$ cat src/mstat_pkg.sv
// Package with the register map, field layout and carrier types of the modem status block.
package mstat_pkg;

    // Register byte addresses on the Avalon-MM slave.
    localparam logic [4:0] MSTAT_STATUS_OFS = 5'h00;
    localparam logic [4:0] MSTAT_CTRL_OFS = 5'h04;
    localparam logic [4:0] MSTAT_IRQ_STAT_OFS = 5'h08;
    localparam logic [4:0] MSTAT_IRQ_CLR_OFS = 5'h0C;
    localparam logic [4:0] MSTAT_IRQ_EN_OFS = 5'h10;

    // Status byte bit positions.
    localparam int MSTAT_CARRIER_BIT = 0;
    localparam int MSTAT_UNUSED_BIT = 1;
    localparam int MSTAT_CTS_BIT = 2;
    localparam int MSTAT_READY_BIT = 3;
    localparam int MSTAT_HDX_BIT = 4;
    localparam int MSTAT_RTS_BIT = 5;
    localparam int MSTAT_DTR_BIT = 6;
    localparam int MSTAT_RING_BIT = 7;

    // Control register bit positions.
    localparam int MSTAT_CTL_RTS_BIT = 0;
    localparam int MSTAT_CTL_DTR_BIT = 1;
    localparam int MSTAT_CTL_HDX_BIT = 2;

    // Event bit positions in the interrupt status, clear and enable registers.
    localparam int MSTAT_EV_CARRIER = 0;
    localparam int MSTAT_EV_CTS_ON = 1;
    localparam int MSTAT_EV_CTS_OFF = 2;
    localparam int MSTAT_EV_READY_LOST = 3;
    localparam int MSTAT_EV_RING = 4;
    localparam int MSTAT_EV_W = 5;

    // Values after reset.
    localparam logic [2:0] MSTAT_CTRL_RST = 3'h0;
    localparam logic [4:0] MSTAT_EV_RST = 5'h00;
    localparam logic [31:0] MSTAT_RDATA_RST = 32'h0000_0000;

    // Avalon-MM request from the master.
    typedef struct packed {
        logic read;
        logic write;
        logic [4:0] address;
        logic [31:0] writedata;
        logic [3:0] byteenable;
    } mstat_avs_req_t;

    // Modem interface levels driven by the local modem.
    typedef struct packed {
        logic carrier;
        logic cts;
        logic ready;
        logic ring;
    } mstat_modem_in_t;

    // Turn-around handshake states, Gray coded along the usual path.
    typedef enum logic [1:0] {
        MSTAT_HS_IDLE = 2'b00,
        MSTAT_HS_WAIT_CTS = 2'b01,
        MSTAT_HS_SEND = 2'b11,
        MSTAT_HS_DRAIN = 2'b10
    } mstat_hs_t;

endpackage

$ cat src/mstat_top.sv
// Modem status register block with modem control outputs and interrupts.
`timescale 1ns/1ps

module mstat_top (
    input wire logic clk_i,
    input wire logic rst_n_i,
    input mstat_pkg::mstat_avs_req_t avs_req_i,
    output logic [31:0] avs_readdata_o,
    output logic avs_waitrequest_o,
    input mstat_pkg::mstat_modem_in_t modem_i,
    output logic rts_o,
    output logic dtr_o,
    output logic half_duplex_o,
    output logic tx_permit_o,
    output logic irq_o
);

    // Synchroniser stages; stage one feeds stage two only.
    mstat_pkg::mstat_modem_in_t sync1_r;
    mstat_pkg::mstat_modem_in_t sync2_r;
    mstat_pkg::mstat_modem_in_t prev_r;
    logic [2:0] ctrl_r;
    logic [2:0] ctrl_nxt;
    logic [4:0] ev_stat_r;
    logic [4:0] ev_stat_nxt;
    logic [4:0] ev_en_r;
    logic [4:0] ev_en_nxt;
    logic [31:0] rdata_r;
    logic [31:0] rdata_nxt;
    logic wait_r;
    logic wait_nxt;
    logic irq_r;
    logic permit_r;
    mstat_pkg::mstat_hs_t hs_r;
    mstat_pkg::mstat_hs_t hs_nxt;

    // Bus decode: a request is taken at the edge where waitrequest is already low.
    wire req_w = avs_req_i.read | avs_req_i.write;
    wire take_w = req_w & ~wait_r;
    wire wr_w = take_w & avs_req_i.write & avs_req_i.byteenable[0];
    wire sel_status_w = avs_req_i.address == mstat_pkg::MSTAT_STATUS_OFS;
    wire sel_ctrl_w = avs_req_i.address == mstat_pkg::MSTAT_CTRL_OFS;
    wire sel_istat_w = avs_req_i.address == mstat_pkg::MSTAT_IRQ_STAT_OFS;
    wire sel_iclr_w = avs_req_i.address == mstat_pkg::MSTAT_IRQ_CLR_OFS;
    wire sel_ien_w = avs_req_i.address == mstat_pkg::MSTAT_IRQ_EN_OFS;
    wire [4:0] wbits_w = avs_req_i.writedata[4:0];

    // Status byte assembled from synchronised levels and control bits.
    wire [7:0] status_w;
    assign status_w[mstat_pkg::MSTAT_CARRIER_BIT] = sync2_r.carrier;
    assign status_w[mstat_pkg::MSTAT_UNUSED_BIT] = 1'b0;
    assign status_w[mstat_pkg::MSTAT_CTS_BIT] = sync2_r.cts;
    assign status_w[mstat_pkg::MSTAT_READY_BIT] = sync2_r.ready;
    assign status_w[mstat_pkg::MSTAT_HDX_BIT] = ctrl_r[mstat_pkg::MSTAT_CTL_HDX_BIT];
    assign status_w[mstat_pkg::MSTAT_RTS_BIT] = ctrl_r[mstat_pkg::MSTAT_CTL_RTS_BIT];
    assign status_w[mstat_pkg::MSTAT_DTR_BIT] = ctrl_r[mstat_pkg::MSTAT_CTL_DTR_BIT];
    // Ring is passed straight through, never gated by the terminal-ready bit.
    assign status_w[mstat_pkg::MSTAT_RING_BIT] = sync2_r.ring;

    // Events derived from the synchronised levels against the prior sample.
    wire [4:0] ev_set_w;
    assign ev_set_w[mstat_pkg::MSTAT_EV_CARRIER] = sync2_r.carrier ^ prev_r.carrier;
    assign ev_set_w[mstat_pkg::MSTAT_EV_CTS_ON] = sync2_r.cts & ~prev_r.cts;
    assign ev_set_w[mstat_pkg::MSTAT_EV_CTS_OFF] = ~sync2_r.cts & prev_r.cts;
    assign ev_set_w[mstat_pkg::MSTAT_EV_READY_LOST] = ~sync2_r.ready & prev_r.ready;
    assign ev_set_w[mstat_pkg::MSTAT_EV_RING] = sync2_r.ring & ~prev_r.ring;

    // Read mux; unmapped and write-only addresses read as zero. Reads change nothing.
    wire [31:0] rmux_w =
        sel_status_w ? {24'h000000, status_w} :
        sel_ctrl_w ? {29'h0000000, ctrl_r} :
        sel_istat_w ? {27'h0000000, ev_stat_r} :
        sel_ien_w ? {27'h0000000, ev_en_r} : 32'h0000_0000;

    // One wait state: the answer is prepared at the first edge and taken at the second.
    assign wait_nxt = ~(req_w & wait_r);
    assign rdata_nxt = (req_w & wait_r & avs_req_i.read) ? rmux_w : rdata_r;

    // Control writes; RTS, DTR and duplex mode steer the modem pins.
    assign ctrl_nxt = (wr_w & sel_ctrl_w) ? avs_req_i.writedata[2:0] : ctrl_r;
    assign ev_en_nxt = (wr_w & sel_ien_w) ? wbits_w : ev_en_r;

    // Sticky events: a set in the clear cycle wins, so no event is lost.
    wire [4:0] clr_w = (wr_w & sel_iclr_w) ? wbits_w : 5'h00;
    assign ev_stat_nxt = (ev_stat_r & ~clr_w) | ev_set_w;

    // Turn-around handshake: data may move only once clear to send answers request to send.
    wire rts_w = ctrl_r[mstat_pkg::MSTAT_CTL_RTS_BIT];
    always_comb
    begin
        hs_nxt = hs_r;
        case (hs_r)
            mstat_pkg::MSTAT_HS_IDLE:
            begin
                if (rts_w)
                    hs_nxt = mstat_pkg::MSTAT_HS_WAIT_CTS;
            end
            mstat_pkg::MSTAT_HS_WAIT_CTS:
            begin
                if (!rts_w)
                    hs_nxt = mstat_pkg::MSTAT_HS_DRAIN;
                else if (sync2_r.cts)
                    hs_nxt = mstat_pkg::MSTAT_HS_SEND;
            end
            mstat_pkg::MSTAT_HS_SEND:
            begin
                if (!rts_w)
                    hs_nxt = mstat_pkg::MSTAT_HS_DRAIN;
            end
            mstat_pkg::MSTAT_HS_DRAIN:
            begin
                // A new request waits until the modem has dropped clear to send.
                if (!sync2_r.cts)
                    hs_nxt = mstat_pkg::MSTAT_HS_IDLE;
            end
            default:
            begin
                hs_nxt = mstat_pkg::MSTAT_HS_IDLE;
            end
        endcase
    end

    wire permit_nxt = (hs_nxt == mstat_pkg::MSTAT_HS_SEND);

    // Two-flop synchroniser and the edge reference stage.
    always_ff @(posedge clk_i or negedge rst_n_i)
    begin
        if (!rst_n_i)
        begin
            sync1_r <= '0;
            sync2_r <= '0;
            prev_r <= '0;
        end
        else
        begin
            sync1_r <= modem_i;
            sync2_r <= sync1_r;
            prev_r <= sync2_r;
        end
    end

    // Bus slave registers.
    always_ff @(posedge clk_i or negedge rst_n_i)
    begin
        if (!rst_n_i)
        begin
            wait_r <= 1'b1;
            rdata_r <= mstat_pkg::MSTAT_RDATA_RST;
        end
        else
        begin
            wait_r <= wait_nxt;
            rdata_r <= rdata_nxt;
        end
    end

    // Control, interrupt and handshake state.
    always_ff @(posedge clk_i or negedge rst_n_i)
    begin
        if (!rst_n_i)
        begin
            ctrl_r <= mstat_pkg::MSTAT_CTRL_RST;
            ev_stat_r <= mstat_pkg::MSTAT_EV_RST;
            ev_en_r <= mstat_pkg::MSTAT_EV_RST;
            irq_r <= 1'b0;
            hs_r <= mstat_pkg::MSTAT_HS_IDLE;
            permit_r <= 1'b0;
        end
        else
        begin
            ctrl_r <= ctrl_nxt;
            ev_stat_r <= ev_stat_nxt;
            ev_en_r <= ev_en_nxt;
            irq_r <= |(ev_stat_nxt & ev_en_nxt);
            hs_r <= hs_nxt;
            permit_r <= permit_nxt;
        end
    end

    // Outputs come straight from flops.
    assign avs_readdata_o = rdata_r;
    assign avs_waitrequest_o = wait_r;
    assign rts_o = ctrl_r[mstat_pkg::MSTAT_CTL_RTS_BIT];
    assign dtr_o = ctrl_r[mstat_pkg::MSTAT_CTL_DTR_BIT];
    assign half_duplex_o = ctrl_r[mstat_pkg::MSTAT_CTL_HDX_BIT];
    assign tx_permit_o = permit_r;
    assign irq_o = irq_r;
endmodule // mstat_top

$ cat config.mk
export PLATFORM = sky130hd
export DESIGN_NAME = mstat_top
export DESIGN_NICKNAME = d
export VERILOG_FILES = /design/src/mstat_pkg.sv /design/src/mstat_top.sv
export SDC_FILE = /design/constraint.sdc
export NUM_CORES = 1
export LEC_CHECK = 0
export BUFFER_PORTS_ARGS = -buffer_cell sky130_fd_sc_hd__clkbuf_2
export CELL_PAD_IN_SITES_DETAIL_PLACEMENT = 2
export CELL_PAD_IN_SITES_GLOBAL_PLACEMENT = 2
export CORE_ASPECT_RATIO = 1.1
export CORE_MARGIN = 10
export CORE_UTILIZATION = 26
export DETAILED_ROUTE_END_ITERATION = 16
export HOLD_SLACK_MARGIN = 0.05
export PLACE_DENSITY_LB_ADDON = 0.1
export SLEW_MARGIN = 20
export SYNTH_ARGS = -nofsm -noshare
export SYNTH_HDL_FRONTEND = slang
export SYNTH_SLANG_ARGS = --single-unit
$ cat constraint.sdc
create_clock -name clk_i -period 2.4 [get_ports clk_i]
set_input_delay 0.48 -clock clk_i [delete_from_list [all_inputs] [get_ports clk_i]]
set_output_delay 0.48 -clock clk_i [all_outputs]
set_load 0.01 [all_outputs]
==> summary.md <==
The run finished with clean final reports. The count of buffers added on input and output ports is 32. Walking the worst path, the cells encountered are clkbuf_2, or3_4, or4_4, mux2_4, a22o_1, a211o_1. The critical path required time was 2.57 ns. Routability-driven placement finished with a final weighted congestion of 0.7284. The relative max-transition margin came out at 0.6579. The tools report the post-CTS resize count as 0. Data arrives at the worst endpoint at 2.26 ns. The horizontal die dimension works out to 96.17 µm. Summed over all nets, the half-perimeter wirelength after detailed placement is 3.659 mm. The tools report the maximum clock frequency as 477.3 MHz. The ratio of final minimum period to clock period came out at 0.8730. The distinct cell type count of the synthesized netlist was 35.

The layout overhead on the synthesized area is 20.21%. For the post-route total power, the log shows 1.485 mW. Setup repair after global routing left no endpoint under its margin.

The post-cts hold buffer count came out at 0. The run gives 4.478 mm as the total detailed-routing wirelength. For this run, the leading register cell type out of synthesis is dfrtp_1. For this design the static power due to leakage is 1.020 nW.

The ratio of cells with drive above 1 in the final layout was 0.3138; the chip height was 103.8 µm. Across the routed clock network, the largest skew measured is 0.004480 ns. Number of endpoints failing setup at the final stage: 0.

The logs give 0 for the final number of max-transition violations and 9980 µm² for the die area. After floorplanning, the core was sized to cover 6193 µm². The clock passes through at most 2 buffers.

The net count of the finished layout is 237. Among all stages on the critical path, the largest delay is contributed by or4_4. The number of DRC markers after the initial detailed-route iteration was 16. For this run, design rule violations remaining after detail routing come to 0. The number of register bits inferred by synthesis is 38. The average vias per placed instance was 4.276. The logs give 0.2679 for the starting utilization of the core area and 261 for the placed instance count.

For the pin with the worst max-slew slack, the measured transition is 0.5131 ns. The mean instance size in the synthesized netlist was 11.60 µm²; the sum of buffers and inverters on the critical path was 1. The post-synthesis cell type with the largest combined area was dfrtp_1.

The synthesized design contains 0 enable-type register cells. The clock drives 38 sinks. By area the synthesized netlist is led by dfrtp_1, buf_4, nand2_1. The logs give 87 for the top-level port count and 0 for the aggregate global routing overflow. The number of antenna violations at the first check in global routing was 0.

The worst path meets setup with 0.3049 ns of slack. Across the run, the number of max-cap violations was 0. The power density over cell area is 744.4 nW/µm². In the final routed layout, each cell accounts on average for 16.71 µm. On the worst path, the slowest cell contributes a delay of 0.47 ns. Sequential share of the synthesized area: 0.5739. TritonCTS built the clock tree. For this run, the number of standard cells in the final layout without fillers is 268. Clock buffer count from CTS: 5. For the total number of vias, the log shows 1146. Among all cell types in the netlist, the one instantiated most often is dfrtp_1. The min-delay analysis places its worst path in the category input port to async pin.

The share of synthesized registers carrying an async set or reset is 1.000. Master cell of the clock root buffer: clkbuf_8. The multi-input combinational cells in the finished layout cover a total of 560.5 µm². Number of hold violations in the final report: 0. The critical path is of the input port to register type. The tools report the pin count of the biggest net entering global routing as 20. The diode insertion count for antenna repair was 0.

The proportion of netlist area held by the largest area contributor works out to 0.5581. Minimum period implied by the final worst setup slack: 2.095 ns. STA classifies the critical path startpoint as an input port. The total routing resource utilization after global routing came out at 0.09270. The via count of the first global-routing pass came out at 1370.

The worst-case IR drop observed on VDD is 0.0002086 V. The run gives 0.29 ns as the clock network latency to the later pin of the worst-skew pair. For the cell area after technology mapping, the log shows 1659 µm².

The first global-routing pass estimated 7.300 mm of wire. After clock tree synthesis, the clock-pin slew on the worst setup and hold paths is 0.08 ns. Before CTS, the worst setup slack after placement is -0.003727 ns.

The largest fanout of any net on the critical path works out to 3. The worst setup path is captured at a register. Among cell families on the critical path, the largest total delay comes from simple AND/OR/NAND/NOR gates.

During synthesis, Yosys emitted a total of 0 warnings. The logs give 699 for the total of fill cells in the finished design and 0 ns for the total negative slack for setup checks. In this run the core area contains 30 standard-cell rows.

The area occupied by registers came out at 952.2 µm². The commonest cells after synthesis are dfrtp_1, buf_4, nand2_1. The total iterations of the first detailed-routing run was 7; the post-detailed-route count of antenna-violating nets was 0.

The tools report the synthesized netlist cell count as 143. Final hold analysis gives a worst-case slack of 0.1515 ns. Buffers added to address setup during post-CTS repair amount to 0. For the H-tree depth, the log shows 2.
[layer usage]
layer	wire, µm	track usage	vias up
li1	-	-	531
met1	1848	0.1045	575
met2	2278	0.1568	36
met3	286	0.02816	4
met4	64	0.03481	0
met5	0	0	-
[cell families after synthesis]
kind of cell    Yosys count  synth area share
compound gates           28            0.1207
mux                       9           0.06259
other cells               1          0.002260
simple gates             30           0.09502
flops                    38            0.5739
buf+inv                  36            0.1403
xor+xnor                  1          0.005280
[report_power, final]
part / total (mW) / leakage, nW / switching (mW) / internal [mW]
clock: 0.552 / 0.0573 / 0.220 / 0.333
combinational: 0.195 / 0.508 / 0.116 / 0.0791
sequential: 0.738 / 0.455 / 0.0363 / 0.701
[sequential cells by signal, indices dropped and copies added, names as in the netlist]
register	flops
avs_readdata_o	8
ev_en_r	5
ev_stat_r	5
prev_r	4
status_w	4
sync1_r	4
ctrl_r	3
hs_r	2
avs_waitrequest_o	1
irq_o	1
tx_permit_o	1
[final cells by class]
cell class | instances | share of cell area
clock buffers | 6 | 0.04141
clock inverters | 1 | 0.01506
inverters | 9 | 0.01694
multi-input cells | 92 | 0.2811
flip-flops and latches | 38 | 0.4774
well taps | 80 | 0.05019
repair buffers | 42 | 0.1179
[placed cells by master, fill, tap and decap left out, types with 2 or more instances in the layout]
cell	Yosys	final
conb_1	1	24
nand2_1	13	13
dfrtp_1	37	37
mux2_2	3	3
clkbuf_2	0	32
and2_1	2	2
buf_4	24	10
a211oi_1	2	2
a221oi_1	2	2
a21oi_1	2	2
a222oi_1	3	3
nand3_1	5	5
a2bb2oi_1	2	2
mux2_4	2	2
inv_1	9	9
o21ai_0	9	9
nor2_1	3	3
mux2i_1	4	4
clkbuf_8	0	6
a21o_1	2	2
[metrics by stage]
stage | instance area [µm²] | util
finish | 1994 | 0.3220
global route | 1994 | 0.3220
CTS | 1994 | 0.3220
detailed placement | 1882 | 0.3038
global placement | 1882 | 0.3038
floorplan | 1745 | -
[worst paths after layout]
kind	cells after the start	from	to	slack, ns
setup / recovery	6	avs_req_i[37]	irq_o	0.30
hold / removal	1	rst_n_i	status_w[0]	0.15
setup reg to reg	4	avs_waitrequest_o	irq_o	0.48
hold reg to reg	0	sync1_r[2]	status_w[2]	0.35
max in group asynchronous	2	rst_n_i	ev_stat_r[4]	1.70
min in group clk_i	1	modem_i[3]	sync1_r[3]	0.30
(Power assumes the default switching activity.)
